==> config.mk <==
export PLATFORM = sky130hd
export DESIGN_NAME = frs_sequencer
export DESIGN_NICKNAME = d
export VERILOG_FILES = /design/src/rtl/frs_pkg.sv /design/src/rtl/frs_sequencer.sv /design/src/rtl/frs_delay_timer.sv /design/src/rtl/frs_retry_counter.sv
export SDC_FILE = /design/constraint.sdc
export NUM_CORES = 1
export LEC_CHECK = 0
export ABC_CLOCK_PERIOD_IN_PS = 3100
export BUFFER_PORTS_ARGS = -buffer_cell sky130_fd_sc_hd__buf_2
export CAP_MARGIN = 5
export CORE_ASPECT_RATIO = 1.1
export CORE_UTILIZATION = 56
export DETAILED_ROUTE_END_ITERATION = 12
export PLACE_DENSITY_LB_ADDON = 0.25
export SYNTH_ARGS = -nofsm -noshare
export SYNTH_HDL_FRONTEND = slang
export SYNTH_SLANG_ARGS = --single-unit
==> constraint.sdc <==
create_clock -name i_core_clk -period 3.1 [get_ports i_core_clk]
set_input_delay 0.31 -clock i_core_clk [delete_from_list [all_inputs] [get_ports i_core_clk]]
set_output_delay 0.31 -clock i_core_clk [all_outputs]
set_load 0.02 [all_outputs]
==> src/rtl/frs_pkg.sv <==
// Purpose: shared constants, state codes and helpers for the fault retry sequencer
// Assumes: one core clock, command codes arrive on a plain code/data port
// Notes: field positions follow the fault action byte layout
package frs_pkg;

  ////////////////////////////////////////////////////////////////////////////
  // command codes
  localparam logic [7:0] CMD_OC_THRESHOLD = 8'h46;
  localparam logic [7:0] CMD_OC_ACTION = 8'h47;
  localparam logic [7:0] CMD_FAULT_STATUS = 8'he0;

  // reset values
  localparam logic [15:0] OC_THRESHOLD_RST = 16'h0000;
  localparam logic [7:0] OC_ACTION_RST = 8'h00;

  // action byte fields
  localparam int RESP_MSB = 7;
  localparam int RESP_LSB = 6;
  localparam int RETRY_MSB = 5;
  localparam int RETRY_LSB = 3;
  localparam int DELAY_MSB = 2;
  localparam int DELAY_LSB = 0;
  localparam int STATUS_OC_BIT = 0;

  // response modes
  localparam logic [1:0] MODE_IGNORE = 2'h0;
  localparam logic [1:0] MODE_FLOOR_LIMIT = 2'h1;
  localparam logic [1:0] MODE_DELAY_LIMIT = 2'h2;
  localparam logic [1:0] MODE_SHUTDOWN = 2'h3;

  // retry settings
  localparam logic [2:0] RETRY_NONE = 3'h0;
  localparam logic [2:0] RETRY_FOREVER = 3'h7;

  // timing widths
  localparam int UNIT_W = 16;
  localparam int DELAY_CNT_W = 23;
  localparam logic [UNIT_W-1:0] UNIT_MIN = 16'h0001;

  // sequencer states, one-hot
  typedef enum logic [4:0] {
    ST_OFF = 5'h01,
    ST_RUN = 5'h02,
    ST_LIMIT = 5'h04,
    ST_WAIT = 5'h08,
    ST_LATCHED = 5'h10
  } frs_state_e;

  // delay length in clock cycles: 2^field units of unit_cycles each
  function automatic logic [DELAY_CNT_W-1:0] frs_delay_cycles(input logic [2:0] field,
                                                              input logic [UNIT_W-1:0] unit);
    logic [UNIT_W-1:0] u;
    u = (unit == '0) ? UNIT_MIN : unit;
    frs_delay_cycles = DELAY_CNT_W'({7'h00, u} << field);
  endfunction : frs_delay_cycles

endpackage : frs_pkg

==> src/rtl/frs_sequencer.sv <==
// Purpose: over-current fault response and restart sequencer gating the power stage
// Assumes: fault and voltage inputs are synchronous comparator levels
// Notes: loss of bias power is modelled by the synchronous reset
module frs_sequencer (
  input wire logic i_core_clk,
  input wire logic i_rst_n,
  input wire logic i_ce,
  input wire logic i_wr_en,
  input wire logic [7:0] i_wr_code,
  input wire logic [15:0] i_wr_data,
  input wire logic i_rd_en,
  input wire logic [7:0] i_rd_code,
  input wire logic [frs_pkg::UNIT_W-1:0] i_delay_unit_cycles,
  input wire logic i_output_on_cmd,
  input wire logic i_clear_faults,
  input wire logic i_oc_detect,
  input wire logic i_vout_below_floor,
  input wire logic i_other_fault,
  output logic o_power_enable,
  output logic o_current_limit,
  output logic o_oc_fault_status,
  output logic o_host_alert,
  output logic [15:0] o_oc_threshold,
  output logic [15:0] o_rd_data,
  output logic o_rd_valid,
  output logic [2:0] o_retry_count
);

  ////////////////////////////////////////////////////////////////////////////
  // declarations
  frs_pkg::frs_state_e state_q, state_d;
  logic [15:0] threshold_q;
  logic [7:0] action_q;
  logic status_q, status_d;
  logic enable_q, limit_q, alert_q, rd_valid_q;
  logic [15:0] rd_data_q, rd_data_d;
  logic tmr_done, retry_allow;
  logic [2:0] retry_count;

  // configuration fields
  wire [1:0] mode = action_q[frs_pkg::RESP_MSB:frs_pkg::RESP_LSB];
  wire [2:0] retry_set = action_q[frs_pkg::RETRY_MSB:frs_pkg::RETRY_LSB];
  wire [2:0] delay_field = action_q[frs_pkg::DELAY_MSB:frs_pkg::DELAY_LSB];

  // register write decodes
  wire wr_threshold = i_wr_en && (i_wr_code == frs_pkg::CMD_OC_THRESHOLD);
  wire wr_action = i_wr_en && (i_wr_code == frs_pkg::CMD_OC_ACTION);
  wire wr_status = i_wr_en && (i_wr_code == frs_pkg::CMD_FAULT_STATUS);
  wire clr_status_bit = wr_status && i_wr_data[frs_pkg::STATUS_OC_BIT];

  // state decodes
  wire in_run = (state_q == frs_pkg::ST_RUN);
  wire in_limit = (state_q == frs_pkg::ST_LIMIT);
  wire in_wait = (state_q == frs_pkg::ST_WAIT);
  wire in_latched = (state_q == frs_pkg::ST_LATCHED);

  // fault events
  wire cmd_off = !i_output_on_cmd;
  wire oc_event = in_run && i_oc_detect;
  wire fault_clear = i_clear_faults || clr_status_bit;
  wire below_floor = (mode == frs_pkg::MODE_FLOOR_LIMIT) && i_vout_below_floor;
  wire shut_now = oc_event && ((mode == frs_pkg::MODE_SHUTDOWN) || below_floor);
  wire shut_limit = in_limit && (below_floor
    || ((mode == frs_pkg::MODE_DELAY_LIMIT) && tmr_done));
  wire shutdown = shut_now || shut_limit;
  wire stop_work = cmd_off || i_other_fault;

  // timer start: limiting window or retry spacing on the same count
  wire tmr_start_limit = oc_event && !shut_now && (mode == frs_pkg::MODE_DELAY_LIMIT);
  wire tmr_start_wait = !stop_work && shutdown && retry_allow;
  wire tmr_start = !stop_work && (tmr_start_limit || tmr_start_wait);
  wire tmr_stop = stop_work || (in_limit && !i_oc_detect);

  // attempt counter cleared on fault clear or off command
  wire retry_clear = cmd_off || fault_clear;
  wire retry_inc = tmr_start_wait;

  ////////////////////////////////////////////////////////////////////////////
  // delay timer and attempt counter
  frs_delay_timer u_timer (
    .i_core_clk(i_core_clk),
    .i_rst_n(i_rst_n),
    .i_ce(i_ce),
    .i_start(tmr_start),
    .i_stop(tmr_stop),
    .i_field(delay_field),
    .i_unit_cycles(i_delay_unit_cycles),
    .o_done(tmr_done)
  );

  frs_retry_counter u_retry (
    .i_core_clk(i_core_clk),
    .i_rst_n(i_rst_n),
    .i_ce(i_ce),
    .i_clear(retry_clear),
    .i_inc(retry_inc),
    .i_setting(retry_set),
    .o_count(retry_count),
    .o_allow(retry_allow)
  );

  ////////////////////////////////////////////////////////////////////////////
  // next state: off command, then other fault, then the sequence
  always_comb
  begin
    state_d = state_q;
    case (state_q)
      frs_pkg::ST_OFF:
        if (i_output_on_cmd)
          state_d = frs_pkg::ST_RUN;
      frs_pkg::ST_RUN:
        if (shut_now)
          state_d = retry_allow ? frs_pkg::ST_WAIT : frs_pkg::ST_LATCHED;
        else if (i_oc_detect)
          state_d = frs_pkg::ST_LIMIT;
      frs_pkg::ST_LIMIT:
        if (shut_limit)
          state_d = retry_allow ? frs_pkg::ST_WAIT : frs_pkg::ST_LATCHED;
        else if (!i_oc_detect)
          state_d = frs_pkg::ST_RUN;
      frs_pkg::ST_WAIT:
        if (tmr_done)
          state_d = frs_pkg::ST_RUN;
      frs_pkg::ST_LATCHED:
        if (fault_clear)
          state_d = frs_pkg::ST_OFF;
      default:
        state_d = frs_pkg::ST_OFF;
    endcase
    if (i_other_fault)
      state_d = frs_pkg::ST_LATCHED;
    if (cmd_off)
      state_d = frs_pkg::ST_OFF;
  end

  // sticky status bit, a new event wins over a clear
  assign status_d = (oc_event || shutdown) ? 1'b1
    : (fault_clear ? 1'b0 : status_q);

  // read data mux, unknown codes read zero
  always_comb
  begin
    case (i_rd_code)
      frs_pkg::CMD_OC_THRESHOLD: rd_data_d = threshold_q;
      frs_pkg::CMD_OC_ACTION: rd_data_d = {8'h00, action_q};
      frs_pkg::CMD_FAULT_STATUS: rd_data_d = {11'h000, retry_count, state_q == frs_pkg::ST_LATCHED,
        status_q};
      default: rd_data_d = 16'h0000;
    endcase
  end

  ////////////////////////////////////////////////////////////////////////////
  // configuration registers
  always_ff @(posedge i_core_clk)
  begin
    if (!i_rst_n)
    begin
      threshold_q <= frs_pkg::OC_THRESHOLD_RST;
      action_q <= frs_pkg::OC_ACTION_RST;
    end
    else if (i_ce)
    begin
      if (wr_threshold)
        threshold_q <= i_wr_data;
      if (wr_action)
        action_q <= i_wr_data[7:0];
    end
  end

  // sequencer state and registered outputs
  always_ff @(posedge i_core_clk)
  begin
    if (!i_rst_n)
    begin
      state_q <= frs_pkg::ST_OFF;
      status_q <= 1'b0;
      enable_q <= 1'b0;
      limit_q <= 1'b0;
      alert_q <= 1'b0;
    end
    else if (i_ce)
    begin
      state_q <= state_d;
      status_q <= status_d;
      enable_q <= (state_d == frs_pkg::ST_RUN) || (state_d == frs_pkg::ST_LIMIT);
      limit_q <= (state_d == frs_pkg::ST_LIMIT);
      alert_q <= status_d;
    end
  end

  // read port
  always_ff @(posedge i_core_clk)
  begin
    if (!i_rst_n)
    begin
      rd_data_q <= 16'h0000;
      rd_valid_q <= 1'b0;
    end
    else if (i_ce)
    begin
      rd_valid_q <= i_rd_en;
      if (i_rd_en)
        rd_data_q <= rd_data_d;
    end
  end

  assign o_power_enable = enable_q;
  assign o_current_limit = limit_q;
  assign o_oc_fault_status = status_q;
  assign o_host_alert = alert_q;
  assign o_oc_threshold = threshold_q;
  assign o_rd_data = rd_data_q;
  assign o_rd_valid = rd_valid_q;
  assign o_retry_count = retry_count;

  wire quiet = i_ce && !stop_work && !fault_clear;
endmodule : frs_sequencer

==> src/rtl/frs_delay_timer.sv <==
// Purpose: one-shot delay timer of 2^field delay units
// Assumes: start is a single-cycle request; stop may be held as a level while the output is commanded off
// Notes: done pulses for one enabled cycle at expiry
module frs_delay_timer (
  input wire logic i_core_clk,
  input wire logic i_rst_n,
  input wire logic i_ce,
  input wire logic i_start,
  input wire logic i_stop,
  input wire logic [2:0] i_field,
  input wire logic [frs_pkg::UNIT_W-1:0] i_unit_cycles,
  output logic o_done
);

  logic [frs_pkg::DELAY_CNT_W-1:0] cnt_q;
  logic run_q;

  // expiry on the last counted cycle
  assign o_done = run_q && (cnt_q == frs_pkg::DELAY_CNT_W'(1));

  ////////////////////////////////////////////////////////////////////////////
  // down counter, restart wins over stop
  always_ff @(posedge i_core_clk)
  begin
    if (!i_rst_n)
    begin
      cnt_q <= '0;
      run_q <= 1'b0;
    end
    else if (i_ce)
    begin
      if (i_start)
      begin
        cnt_q <= frs_pkg::frs_delay_cycles(i_field, i_unit_cycles);
        run_q <= 1'b1;
      end
      else if (i_stop || o_done)
        run_q <= 1'b0;
      else if (run_q)
        cnt_q <= cnt_q - frs_pkg::DELAY_CNT_W'(1);
    end
  end

endmodule : frs_delay_timer

==> src/rtl/frs_retry_counter.sv <==
// Purpose: counts restart attempts against the retry setting
// Assumes: clear has priority over increment
// Notes: the unlimited setting never exhausts and does not count
module frs_retry_counter (
  input wire logic i_core_clk,
  input wire logic i_rst_n,
  input wire logic i_ce,
  input wire logic i_clear,
  input wire logic i_inc,
  input wire logic [2:0] i_setting,
  output logic [2:0] o_count,
  output logic o_allow
);

  logic [2:0] count_q;

  // another attempt is allowed while below the setting
  assign o_allow = (i_setting == frs_pkg::RETRY_FOREVER) || (count_q < i_setting);
  assign o_count = count_q;

  ////////////////////////////////////////////////////////////////////////////
  // attempt counter
  always_ff @(posedge i_core_clk)
  begin
    if (!i_rst_n)
      count_q <= '0;
    else if (i_ce)
    begin
      if (i_clear)
        count_q <= '0;
      else if (i_inc && o_allow && (i_setting != frs_pkg::RETRY_FOREVER))
        count_q <= count_q + 3'h1;
    end
  end

endmodule : frs_retry_counter

# Word level (Yosys, flattened, before mapping)
# Index checks and enable logic that the tools add are counted.
dict set report word_totals {
  romBits 0
  n_memories 0
  output_inout_bits 40
  ram_bits 0
  reg_bits 76
  latch_bits 0
}
dict set report classes {
  bitwise 0
  n_eq_ne 20
  magnitude_cmp 1
  shift 1
  n_reduce_logical 46
  div_mod_pow 0
  mux 21
  add_sub_neg 2
  mul 0
}
# op count
set op_table {}
lappend op_table {{$mux W23} 3}
lappend op_table {{$pmux W16 S3} 1}
lappend op_table {{$mux W5} 9}
lappend op_table {{$eq A8 B7 Y1 const B} 4}
lappend op_table {{$pmux W5 S5} 1}
lappend op_table {{$eq A23 B1 Y1 const B} 1}
lappend op_table {{$shl A16 B3 Y23} 1}
lappend op_table {{$sub A23 B1 Y23 const B} 1}
lappend op_table {{$logic_and A1 B1 Y1} 18}
lappend op_table {{$eq A8 B8 Y1 const B} 2}
lappend op_table {{$logic_not A16 Y1} 1}
lappend op_table {{$mux W16} 1}
lappend op_table {{$logic_or A1 B1 Y1} 12}
lappend op_table {{$reduce_and A2 Y1} 6}
lappend op_table {{$eq A5 B2 Y1 const B} 2}
lappend op_table {{$eq A5 B3 Y1 const B} 2}
lappend op_table {{$reduce_bool A2 Y1} 4}
lappend op_table {{$mux W3} 2}
lappend op_table {{$eq A5 B1 Y1 const B} 1}
lappend op_table {{$eq A5 B4 Y1 const B} 1}
lappend op_table {{$eq A5 B5 Y1 const B} 1}
lappend op_table {{$eq A2 B2 Y1 const B} 2}
lappend op_table {{$logic_not A1 Y1} 4}
lappend op_table {{$mux W1} 4}
lappend op_table {{7 further kinds} 7}

# Logic depth before layout (Yosys ltp)
# Gate-level depths: netlist of the first run.
dict set report depth {
  ltp_word 12
  depth_mapped 10
}

# Hierarchy
# From an unflattened synthesis of the first run, not the netlist that was laid out.
dict set report unflattened {
  cells_unflattened 572
  area_unflattened_um2 4999.8
}
# module area_each_um2 instances cells_each
set by_module_without_submodules {}
lappend by_module_without_submodules {frs_sequencer 2406.1 1 253}
lappend by_module_without_submodules {frs_delay_timer 2343.5 1 289}
lappend by_module_without_submodules {frs_retry_counter 250.2 1 30}

# Least setup slack after synthesis of the first run
# OpenSTA, ideal clock, no wires.
dict set report synth_timing {
  path_kind {reg-to-reg}
  startpoint {register u_timer.cnt_q[7] (netlist bit)}
  endpoint {register u_timer.cnt_q[8] (netlist bit)}
  path_stages_with_launch 8
  required_time_ns 3.008
  synth_period_minus_slack_ns 2.517
  arrival_time_ns 2.425
  n_path_buf 0
  setup_slack_ns 0.583
  setup_ns 0.092
  cell_sequence {dfxtp_1 or4_4 or4_4 nor2_8 o22ai_4 nor2_4 mux2_2 o32ai_1}
}
dict set report synth_between {
  elab_chain_cells 12
  word_cells_on_any_way 18
}
# item line
set synth_lines {}
lappend synth_lines {{start, declared} frs_delay_timer.sv:15} ;# logic [frs_pkg::DELAY_CNT_W-1:0] cnt_q;
lappend synth_lines {{start signal, assigned} frs_delay_timer.sv:34} ;# cnt_q <= frs_pkg::frs_delay_cycles(i_field, i_unit_cycles);
lappend synth_lines {{start signal, assigned} frs_delay_timer.sv:40} ;# cnt_q <= cnt_q - frs_pkg::DELAY_CNT_W'(1);
lappend synth_lines {{parallel branches: the longest is 12 deep, another holds $sub A23 B1 Y23} --}
# Parallel ways; which one is timed is not known. The select of a mux whose other input is x is not followed.
# A chain may end at the register's enable or synchronous reset.

# Worst setup path in the final report of the first run
dict set report layout_timing {
  startpoint {register u_timer.cnt_q[7] (netlist bit)}
  endpoint {register u_timer.cnt_q[9] (netlist bit)}
}
# Same word-level chain as after synthesis.

==> impl_metrics.env, run 1 <==
export IMPL_synthesis_yosys_warnings=0
export IMPL_fp_dieArea_um2=8830
export IMPL_route_vias_total=5078
export IMPL_floorplan_rows=34
export IMPL_cts_made_buffers=9
export IMPL_synth_avg_cell_area_um2=7.96
export IMPL_clk_pin_slew_ns=0.10
export IMPL_switching_power_mw=0.556
export IMPL_clkSinkCount=76
export IMPL_power_frac_seq_pct=49.3
export IMPL_place_port_buffers=97
export IMPL_finalNetCount=754
export IMPL_timing_final_setup_violations=0
export IMPL_timing_critical_path_slowest_cell_delay_ns=0.58
export IMPL_vdd_ir_drop_worst_mv=0.320
export IMPL_layout_filler_cells=651
export IMPL_drc=0
export IMPL_final_period_demand_of_the_worst_path_ns=2.96
export IMPL_syn_inst=595
export IMPL_cts_htree_levels=3
export IMPL_drt_wl_total_mm=14.8
export IMPL_grt_max_degree=57
export IMPL_critical_path_top_delay_family="simple AND/OR/NAND/NOR gates"
export IMPL_via_per_inst=6.32
export IMPL_timing_max_slew_rel_slack_pct=43.7
export IMPL_tritoncts="done"
export IMPL_layout_cells_most_common="sky130_fd_sc_hd__buf_2"
export IMPL_post_synth_num_cell_types=72
export IMPL_instances_no_fill=804
export IMPL_worst_setup_path_type="flop to flop"
export IMPL_crit_path_start_kind="flop"
export IMPL_outcome="finished clean"
export IMPL_fin_crit_sh_pct=95.6
export IMPL_synth_fp_nets=658
export IMPL_insertedDiodeCount=0
export IMPL_synth_edff_count=0
export IMPL_via_count_of_the_first_global_routing_pass=4741
export IMPL_ctsLongestPathBuffers=2
export IMPL_finalHoldWorstSlack_ns=0.193
export IMPL_power_density_nw_per_um2=355
export IMPL_clock_power_share_pct=42.1
export IMPL_most_common_layout_cells="sky130_fd_sc_hd__buf_2 (97), sky130_fd_sc_hd__nor2_1 (94), sky130_fd_sc_hd__dfxtp_1 (76)"
export IMPL_cts_hold_fix_buffers=0
export IMPL_drt_iter0_markers=398
export IMPL_dp_hpwl_mm=10.9
export IMPL_rsz0062_at_grt="false"
export IMPL_cp_cell_sequence="or4_4 > or4_4 > nor2_8 > o22ai_4 > a21oi_2 > nand2_1 > o22ai_1"
export IMPL_post_cts_resize_count=0
export IMPL_top_level_ports=98
export IMPL_final_max_slew_violation_count=0
export IMPL_swShare_pct=27.9
export IMPL_flow_area_growth_from_synthesis_pct=18.6
export IMPL_routabilityCongestion=0.954
export IMPL_clock_insertion_delay_worst_skew_ns=0.36
export IMPL_maximum_fanout_encountered_on_the_critical_timing_path=12
export IMPL_die_height_um=98.4
export IMPL_timing_critical_path_arrival_ns=3.25
export IMPL_post_place_cells=788
export IMPL_critical_path_slowest_cell="sky130_fd_sc_hd__or4_4"
export IMPL_post_cts_setup_buffer_count=0
export IMPL_netlist_area_um2=4730
export IMPL_synth_async_sr_flop_share_pct=0
export IMPL_share_comb_of_total_power_pct=8.7
export IMPL_post_route_cells_drive_above_1_share_pct=23.7
export IMPL_hp_class="primary input to flop"
export IMPL_ant_nets=0
export IMPL_worst_ep_required_time_ns=3.38
export IMPL_p_int_mw=1.44
export IMPL_grt_remaining_overflow=0
export IMPL_root_buffer="sky130_fd_sc_hd__clkbuf_8"
export IMPL_critical_path_top_cell_by_count="sky130_fd_sc_hd__or4_4"
export IMPL_cap_viol_max_count=0
export IMPL_grt_antenna_before_repair=0
export IMPL_initial_utilization_pct=58.9
export IMPL_drt_pass1_iterations=5
export IMPL_max_freq_mhz=337
export IMPL_grt_use_total_pct=34.6
export IMPL_worst_slew_pin_slew_ns=0.843
export IMPL_synth_sequential_area_ratio_pct=32.1
export IMPL_grt_first_pass_wirelength_mm=23.4
export IMPL_timing_critical_path_buf_inv=0
export IMPL_leakage_nw=2.28
export IMPL_ys_ff_latch=76
export IMPL_final_hold_violation_count=0
export IMPL_dieWidth_um=89.7
export IMPL_synth_main_ff_cell="sky130_fd_sc_hd__dfxtp_1"
export IMPL_setup_worst_path_end_class="flop"
export IMPL_wire_per_inst_um=18.4
export IMPL_timing_setup_tns_ns=0
export IMPL_core_region_area_um2=8040
export IMPL_skew_ns=0.0133
[registers in the layout (all words and copies together) (netlist names)]
register,count
o_oc_threshold,16
u_retry.o_count,3
action_q,8
o_host_alert,1
o_current_limit,1
u_timer.run_q,1
o_rd_data,16
o_power_enable,1
u_timer.cnt_q,23
o_rd_valid,1
state_q,5
[worst register-to-register path, cell delays in order (launching register included)]
cell                      delay, ns
sky130_fd_sc_hd__dfxtp_1       0.35
sky130_fd_sc_hd__or4_4         0.57
sky130_fd_sc_hd__or4_4         0.58
sky130_fd_sc_hd__nor2_8        0.15
sky130_fd_sc_hd__o22ai_4       0.14
sky130_fd_sc_hd__a21oi_2       0.53
sky130_fd_sc_hd__nand2_1       0.32
sky130_fd_sc_hd__o22ai_1       0.24
[cell families after synthesis]
kind of cell | Yosys count | share of synthesized area (%)
fa+ha+maj | 5 | 1.32
compound gates | 152 | 21.6
flops | 76 | 32.1
buf+inv | 45 | 3.81
mux | 63 | 13.8
simple gates | 253 | 27.2
xor+xnor | 1 | 0.185
[synth_stat cells, types with 9 or more instances]
cell type	count	area [um^2]
sky130_fd_sc_hd__nor2_1	94	353
sky130_fd_sc_hd__nand3_1	16	80.1
sky130_fd_sc_hd__dfxtp_1	76	1520
sky130_fd_sc_hd__nand2_1	44	165
sky130_fd_sc_hd__a21oi_1	43	215
sky130_fd_sc_hd__a22oi_1	9	67.6
sky130_fd_sc_hd__nand2b_1	9	56.3
sky130_fd_sc_hd__nor3_1	25	125
sky130_fd_sc_hd__and3_1	9	56.3
sky130_fd_sc_hd__inv_1	11	41.3
sky130_fd_sc_hd__clkbuf_1	26	97.6
sky130_fd_sc_hd__mux2i_1	54	541
sky130_fd_sc_hd__o21ai_0	28	140
[layer usage]
layer,GRT usage (%),share of wire (%)
met5,0,0
met2,55.9,48
met4,18.6,5.1
met3,5.11,6.7
met1,43.8,40
[power groups by stage]
stage / Combinational (mW) / Clock [mW] / Sequential (mW)
6_report: 0.173 / 0.840 / 0.983
5_1_grt: 0.185 / 0.878 / 0.984
4_1_cts: 0.170 / 0.841 / 0.983
3_5_place_dp: 0.170 / 0 / 1.01
3_3_place_gp: 0.165 / 0 / 1.01
2_1_floorplan: 0.0860 / 0 / 1.01
[final timing paths]
path / slack, ns / start / to / cells past startpoint
worst max-delay path: 0.14 / u_timer.cnt_q[7]$_SDFFE_PN0P_ / u_timer.cnt_q[9]$_SDFFE_PN0P_ / 7
worst min-delay path: 0.19 / i_wr_data[15] / o_oc_threshold[15]$_SDFFE_PN0P_ / 3
worst max register to register: 0.14 / u_timer.cnt_q[7]$_SDFFE_PN0P_ / u_timer.cnt_q[9]$_SDFFE_PN0P_ / 7
worst min register to register: 0.48 / o_power_enable$_SDFFE_PN0P_ / o_power_enable$_SDFFE_PN0P_ / 1
[stage by stage]
step                      setup slack, ns  power (mW)  cell area, um^2  utilization (%)
after floorplan                     0.583        1.09             4730                -
after global placement              0.251        1.17             5410             67.2
after detailed placement            0.234        1.18             5410             67.2
after CTS                           0.206        1.99             5620             69.9
after global routing               0.0471        2.05             5620             69.9
final                               0.136        2.00             5620             69.9
[layout make-up]
type	instances	area, um^2	area share [%]
Inverter	12	45.0	0.802
Timing Repair Buffer	118	656	11.7
Sequential cell	76	1520	27.1
Clock inverter	7	87.6	1.56
Clock buffer	9	124	2.21
Tap cell	108	135	2.41
Multi-Input combinational cell	474	3050	54.3
(Power assumes the default switching activity.)
==> run 2, diff against run 1 <==
--- a/config.mk
+++ b/config.mk
@@ -11,7 +11,7 @@
 export CORE_ASPECT_RATIO = 1.1
 export CORE_UTILIZATION = 56
 export DETAILED_ROUTE_END_ITERATION = 12
-export PLACE_DENSITY_LB_ADDON = 0.25
+export PLACE_DENSITY = 0.78
 export SYNTH_ARGS = -nofsm -noshare
 export SYNTH_HDL_FRONTEND = slang
 export SYNTH_SLANG_ARGS = --single-unit
==> run 2 against run 1 <==
Effect of this change:
- sequential power about the same
- clock-buffer cell count up 1
- core utilization about the same
- maximum frequency up 2.2%
- sequential share of layout area about the same
- largest cell class unchanged
- highest routed layer unchanged
==> impl_metrics.env, run 2 (same netlist as run 1, synthesis figures left out) <==
export IMPL_grt_remaining_overflow=0
export IMPL_routabilityCongestion=0.991
export IMPL_top_register="u_timer.cnt_q"
export IMPL_ctsLongestPathBuffers=2
export IMPL_rr_endpoint="u_timer.cnt_q[7]$_SDFFE_PN0P_"
export IMPL_clock_power_share_pct=39.1
export IMPL_dieWidth_um=89.7
export IMPL_timing_final_setup_violations=0
export IMPL_final_hold_violation_count=0
export IMPL_wire_per_inst_um=17.9
export IMPL_cts_hold_fix_buffers=0
export IMPL_cts_made_buffers=9
export IMPL_fp_dieArea_um2=8830
export IMPL_power_density_nw_per_um2=338
export IMPL_drt_wl_total_mm=14.4
export IMPL_number_of_cells_traversed_by_the_worst_hold_path=3
export IMPL_endpoint="u_timer.cnt_q[7]$_SDFFE_PN0P_"
export IMPL_layout_cells_most_common="sky130_fd_sc_hd__buf_2"
export IMPL_root_buffer="sky130_fd_sc_hd__clkbuf_8"
export IMPL_place_port_buffers=97
export IMPL_cts_htree_levels=3
export IMPL_initial_utilization_pct=58.9
export IMPL_p_int_mw=1.37
export IMPL_most_common_layout_cells="sky130_fd_sc_hd__buf_2 (97), sky130_fd_sc_hd__nor2_1 (94), sky130_fd_sc_hd__dfxtp_1 (76)"
export IMPL_grt_antenna_before_repair=0
export IMPL_final_area_um2=5610
export IMPL_post_route_cells_drive_above_1_share_pct=24.2
export IMPL_worst_slew_pin_slew_ns=0.777
export IMPL_via_count_of_the_first_global_routing_pass=4756
export IMPL_detailedPlace_worstSlack_ns=0.212
export IMPL_drc=0
export IMPL_final_period_demand_of_the_worst_path_ns=2.90
export IMPL_ant_nets=0
export IMPL_timing_max_slew_rel_slack_pct=48.1
export IMPL_core_region_area_um2=8040
export IMPL_grt_max_degree=32
export IMPL_reg2reg_setup_slack_ns=0.20
export IMPL_timing_setup_tns_ns=0
export IMPL_multi_input_comb_area_um2=3050
export IMPL_drt_pass1_iterations=5
export IMPL_clkSinkCount=76
export IMPL_drt_iter0_markers=352
export IMPL_setup_worst_path_end_class="flop"
export IMPL_hp_class="primary input to flop"
export IMPL_share_comb_of_total_power_pct=9.2
export IMPL_post_cts_setup_buffer_count=0
export IMPL_finalNetCount=757
export IMPL_worst_ep_required_time_ns=3.39
export IMPL_top_level_ports=98
export IMPL_swShare_pct=27.7
export IMPL_final_max_slew_violation_count=0
export IMPL_timing_critical_path_arrival_ns=3.19
export IMPL_rr_startpoint="u_timer.cnt_q[7]$_SDFFE_PN0P_"
export IMPL_flow_area_growth_from_synthesis_pct=18.6
export IMPL_worst_setup_path_type="flop to flop"
export IMPL_grt_first_pass_wirelength_mm=23.0
export IMPL_worst_setup_path_startpoint="u_timer.cnt_q[7]$_SDFFE_PN0P_"
export IMPL_tritoncts="done"
export IMPL_totalPowerFinal_mw=1.90
export IMPL_skew_ns=0.0128
export IMPL_outcome="finished clean"
export IMPL_layout_filler_cells=660
export IMPL_switching_power_mw=0.527
export IMPL_insertedDiodeCount=0
export IMPL_largest_reg_flops=23
export IMPL_maximum_fanout_encountered_on_the_critical_timing_path=12
export IMPL_cap_viol_max_count=0
export IMPL_dp_hpwl_mm=10.9
export IMPL_final_critical_path_setup_slack_ns=0.199
export IMPL_via_per_inst=6.24
export IMPL_grt_use_total_pct=34.1
export IMPL_die_height_um=98.4
export IMPL_seqCellArea_um2=1520
export IMPL_leakage_nw=2.28
export IMPL_max_freq_mhz=345
export IMPL_place_area_um2=5420
export IMPL_fin_crit_sh_pct=93.6
export IMPL_timing_reg2reg_worst_path_depth=7
export IMPL_finalHoldWorstSlack_ns=0.180
export IMPL_vdd_ir_drop_worst_mv=0.321
export IMPL_clock_insertion_delay_worst_skew_ns=0.36
export IMPL_crit_path_start_kind="flop"
export IMPL_clk_pin_slew_ns=0.09
export IMPL_rsz0062_at_grt="false"
export IMPL_floorplan_rows=34
export IMPL_power_frac_seq_pct=51.7
export IMPL_route_vias_total=5037
[run 2: cell types whose count changed in the layout (fill, tap and decap cells not counted)]
| cell | previous run | this run |
|---|---|---|
| sky130_fd_sc_hd__buf_4 | 20 | 24 |
| sky130_fd_sc_hd__clkinv_4 | 0 | 3 |
| sky130_fd_sc_hd__inv_6 | 4 | 2 |
| sky130_fd_sc_hd__buf_12 | 1 | 0 |
| sky130_fd_sc_hd__bufinv_16 | 1 | 0 |
| sky130_fd_sc_hd__clkbuf_8 | 9 | 10 |
| sky130_fd_sc_hd__inv_8 | 2 | 1 |
| sky130_fd_sc_hd__nor4bb_1 | 1 | 0 |
| sky130_fd_sc_hd__nor4bb_2 | 0 | 1 |
[run 2: what timing repair did]
item | CTS | global route
endpoints found under the hold margin | 0 | 0
gates resized for setup | 0 | 1
setup endpoints to repair | 0 | 4
[run 2: stage by stage]
step	util (%)	std cells
5_1_grt	69.8	807
3_5_place_dp	67.4	791
2_1_floorplan	-	595
4_1_cts	69.7	807
6_report	69.8	807
3_3_place_gp	67.4	791
[run 2: worst max-delay path: stages, from the launching register on]
cell and delay, ns:
sky130_fd_sc_hd__dfxtp_1 0.35, sky130_fd_sc_hd__or4_4 0.58, sky130_fd_sc_hd__or4_4 0.59, sky130_fd_sc_hd__nor2_8 0.15, sky130_fd_sc_hd__o22ai_4 0.13, sky130_fd_sc_hd__a21oi_2 0.48
sky130_fd_sc_hd__nand2_1 0.30, sky130_fd_sc_hd__o22ai_1 0.24
[run 2: power groups by stage]
stage                     Sequential (mW)  Combinational, mW  Clock, mW
after floorplan                      1.01             0.0860          0
after global placement               1.00              0.167          0
after global routing                0.983              0.187      0.797
after CTS                           0.982              0.171      0.749
after detailed placement             1.01              0.170          0
final                               0.982              0.174      0.743
[run 2: cell type report]
cell class | count | share of cell area [%]
multi-input cells | 474 | 54.4
inverters | 12 | 0.802
clock buffers | 10 | 2.45
well taps | 108 | 2.41
clock inverters | 6 | 0.981
flip-flops and latches | 76 | 27.1
repair buffers | 121 | 11.9
[run 2: metal layers]
metal,up-vias,wire [um],track usage [%]
met3,44,881,5.70
met5,-,0,0
met4,0,575,14.8
li1,2401,-,-
met2,214,6950,56.4
met1,2378,6040,43.2
[run 2: how the worst min path moves through the flow]
stage / start / slack [ns] / to
2_1_floorplan: u_timer.cnt_q[8]$_SDFFE_PN0P_ / 0.45 / u_timer.cnt_q[8]$_SDFFE_PN0P_
3_3_place_gp: o_power_enable$_SDFFE_PN0P_ / 0.45 / o_power_enable$_SDFFE_PN0P_
3_5_place_dp: o_rd_valid$_SDFFE_PN0P_ / 0.46 / o_rd_valid$_SDFFE_PN0P_
4_1_cts: i_wr_data[13] / 0.18 / o_oc_threshold[13]$_SDFFE_PN0P_
5_1_grt: i_wr_data[15] / 0.20 / o_oc_threshold[15]$_SDFFE_PN0P_
6_report: i_wr_data[13] / 0.18 / o_oc_threshold[13]$_SDFFE_PN0P_
==> run 3, diff against run 2 <==
--- a/config.mk
+++ b/config.mk
@@ -12,6 +12,7 @@
 export CORE_UTILIZATION = 56
 export DETAILED_ROUTE_END_ITERATION = 12
 export PLACE_DENSITY = 0.78
+export RECOVER_POWER = 50
 export SYNTH_ARGS = -nofsm -noshare
 export SYNTH_HDL_FRONTEND = slang
 export SYNTH_SLANG_ARGS = --single-unit
==> run 3 against run 2 <==
Effect of this change:
- clock skew barely moved
- worst setup slack improved by 0.016 ns
- largest cell class unchanged
- clock power barely moved
- via count rose by 0.48%
- highest routed layer unchanged
- critical endpoint unchanged
==> impl_metrics.env, run 3 (same netlist as run 1, synthesis figures left out) <==
export IMPL_wire_per_inst_um=17.9
export IMPL_drc=0
export IMPL_most_common_layout_cells="sky130_fd_sc_hd__nor2_1 (94), sky130_fd_sc_hd__dfxtp_1 (76), sky130_fd_sc_hd__buf_2 (56)"
export IMPL_cts_htree_levels=3
export IMPL_floorplan_rows=34
export IMPL_place_area_um2=5420
export IMPL_die_height_um=98.4
export IMPL_root_buffer="sky130_fd_sc_hd__clkbuf_8"
export IMPL_outcome="finished clean"
export IMPL_power_density_nw_per_um2=342
export IMPL_instances_no_fill=807
export IMPL_seqCellArea_um2=1520
export IMPL_layout_cells_most_common="sky130_fd_sc_hd__nor2_1"
export IMPL_finalNetCount=757
export IMPL_dieWidth_um=89.7
export IMPL_fin_crit_sh_pct=93.1
export IMPL_multi_input_comb_area_um2=3050
export IMPL_grt_antenna_before_repair=0
export IMPL_clock_insertion_delay_worst_skew_ns=0.36
export IMPL_grt_max_degree=32
export IMPL_number_of_cells_traversed_by_the_worst_hold_path=3
export IMPL_crit_path_start_kind="flop"
export IMPL_route_vias_total=5061
export IMPL_fp_dieArea_um2=8830
export IMPL_detailedPlace_worstSlack_ns=0.212
export IMPL_final_critical_path_setup_slack_ns=0.214
export IMPL_timing_hold_worst_endpoint="o_oc_threshold[13]$_SDFFE_PN0P_"
export IMPL_setup_worst_path_end_class="flop"
export IMPL_rr_endpoint="u_timer.cnt_q[7]$_SDFFE_PN0P_"
export IMPL_timing_max_slew_rel_slack_pct=21.0
export IMPL_clkSinkCount=76
export IMPL_drt_pass1_iterations=5
export IMPL_final_period_demand_of_the_worst_path_ns=2.89
export IMPL_timing_final_setup_violations=0
export IMPL_via_per_inst=6.27
export IMPL_drt_wl_total_mm=14.4
export IMPL_final_max_slew_violation_count=0
export IMPL_tritoncts="done"
export IMPL_initial_utilization_pct=58.9
export IMPL_timing_setup_tns_ns=0
export IMPL_cts_made_buffers=9
export IMPL_grt_remaining_overflow=0
export IMPL_clk_pin_slew_ns=0.09
export IMPL_final_area_um2=5550
export IMPL_via_count_of_the_first_global_routing_pass=4756
export IMPL_vdd_ir_drop_worst_mv=0.322
export IMPL_post_cts_setup_buffer_count=0
export IMPL_grt_use_total_pct=34.1
export IMPL_timing_reg2reg_worst_path_depth=7
export IMPL_reg2reg_setup_slack_ns=0.21
export IMPL_hp_start="i_wr_data[13]"
export IMPL_core_region_area_um2=8040
export IMPL_layout_filler_cells=679
export IMPL_worst_slew_pin_slew_ns=1.19
export IMPL_skew_ns=0.0128
export IMPL_leakage_nw=2.09
export IMPL_maximum_fanout_encountered_on_the_critical_timing_path=12
export IMPL_post_place_cells=791
export IMPL_worst_ep_required_time_ns=3.39
export IMPL_insertedDiodeCount=0
export IMPL_timing_critical_path_arrival_ns=3.18
export IMPL_ctsLongestPathBuffers=2
export IMPL_place_port_buffers=97
export IMPL_ant_nets=0
export IMPL_flow_area_growth_from_synthesis_pct=17.2
export IMPL_drt_iter0_markers=389
export IMPL_grt_first_pass_wirelength_mm=23.0
export IMPL_finalHoldWorstSlack_ns=0.181
export IMPL_final_hold_violation_count=0
export IMPL_top_register="u_timer.cnt_q"
export IMPL_worst_setup_path_type="flop to flop"
export IMPL_routabilityCongestion=0.991
export IMPL_post_route_cells_drive_above_1_share_pct=17.9
export IMPL_cap_viol_max_count=0
export IMPL_rsz0062_at_grt="false"
export IMPL_top_level_ports=98
export IMPL_rr_startpoint="u_timer.cnt_q[7]$_SDFFE_PN0P_"
export IMPL_hp_class="primary input to flop"
export IMPL_max_freq_mhz=347
export IMPL_largest_reg_flops=23
export IMPL_dp_hpwl_mm=10.9
==> run 3: critical path, cell delays in order, from the launching register on <==
cell	delay [ns]
sky130_fd_sc_hd__dfxtp_1	0.35
sky130_fd_sc_hd__or4_4	0.58
sky130_fd_sc_hd__or4_4	0.59
sky130_fd_sc_hd__nor2_8	0.15
sky130_fd_sc_hd__o22ai_4	0.13
sky130_fd_sc_hd__a21oi_2	0.48
sky130_fd_sc_hd__nand2_1	0.30
sky130_fd_sc_hd__o22ai_1	0.23
==> run 3: how the worst max path moves through the flow <==
stage / from / endpoint / slack [ns]
finish: u_timer.cnt_q[7]$_SDFFE_PN0P_ / u_timer.cnt_q[7]$_SDFFE_PN0P_ / 0.21
detailed placement: u_timer.cnt_q[1]$_SDFFE_PN0P_ / u_timer.cnt_q[4]$_SDFFE_PN0P_ / 0.21
CTS: u_timer.cnt_q[1]$_SDFFE_PN0P_ / u_timer.cnt_q[4]$_SDFFE_PN0P_ / 0.18
global route: action_q[7]$_SDFFE_PN0P_ / u_timer.cnt_q[7]$_SDFFE_PN0P_ / 0.02
floorplan: u_timer.cnt_q[7]$_SDFFE_PN0P_ / u_timer.cnt_q[8]$_SDFFE_PN0P_ / 0.58
global placement: u_timer.cnt_q[1]$_SDFFE_PN0P_ / u_timer.cnt_q[4]$_SDFFE_PN0P_ / 0.17
==> run 3: report_power, final <==
part / total, mW / switching, mW / leakage (nW) / internal [mW]
clock: 0.744 / 0.416 / 0.0994 / 0.328
combinational: 0.173 / 0.108 / 1.38 / 0.0657
sequential: 0.982 / 0.00403 / 0.612 / 0.978
==> run 3: routing by layer <==
layer / global-route usage (%) / part of all wire [%] / vias to the layer above
met4: 14.8 / 3.9 / 0
met5: 0 / 0 / -
li1: - / - / 2406
met2: 56.4 / 48 / 237
met3: 5.70 / 6.4 / 42
met1: 43.2 / 41 / 2376
==> run 3: metrics by stage <==
step	util, %	power [mW]
6_report	69.0	1.90
5_1_grt	69.0	1.97
4_1_cts	69.7	1.90
3_5_place_dp	67.4	1.18
3_3_place_gp	67.4	1.17
2_1_floorplan	-	1.09
==> run 3: area by class of cell <==
cell class | instances | share of cell area (%)
clock buffer | 10 | 2.48
clock inverter | 6 | 0.992
sequential | 76 | 27.4
tap | 108 | 2.44
timing repair buffer | 121 | 10.9
inverter | 12 | 0.812
multi-input combinational | 474 | 54.9
==> run 3: timing repair <==
action,in CTS,in global routing
setup endpoints to repair,0,4
hold buffers,0,0
gates resized for setup,0,1
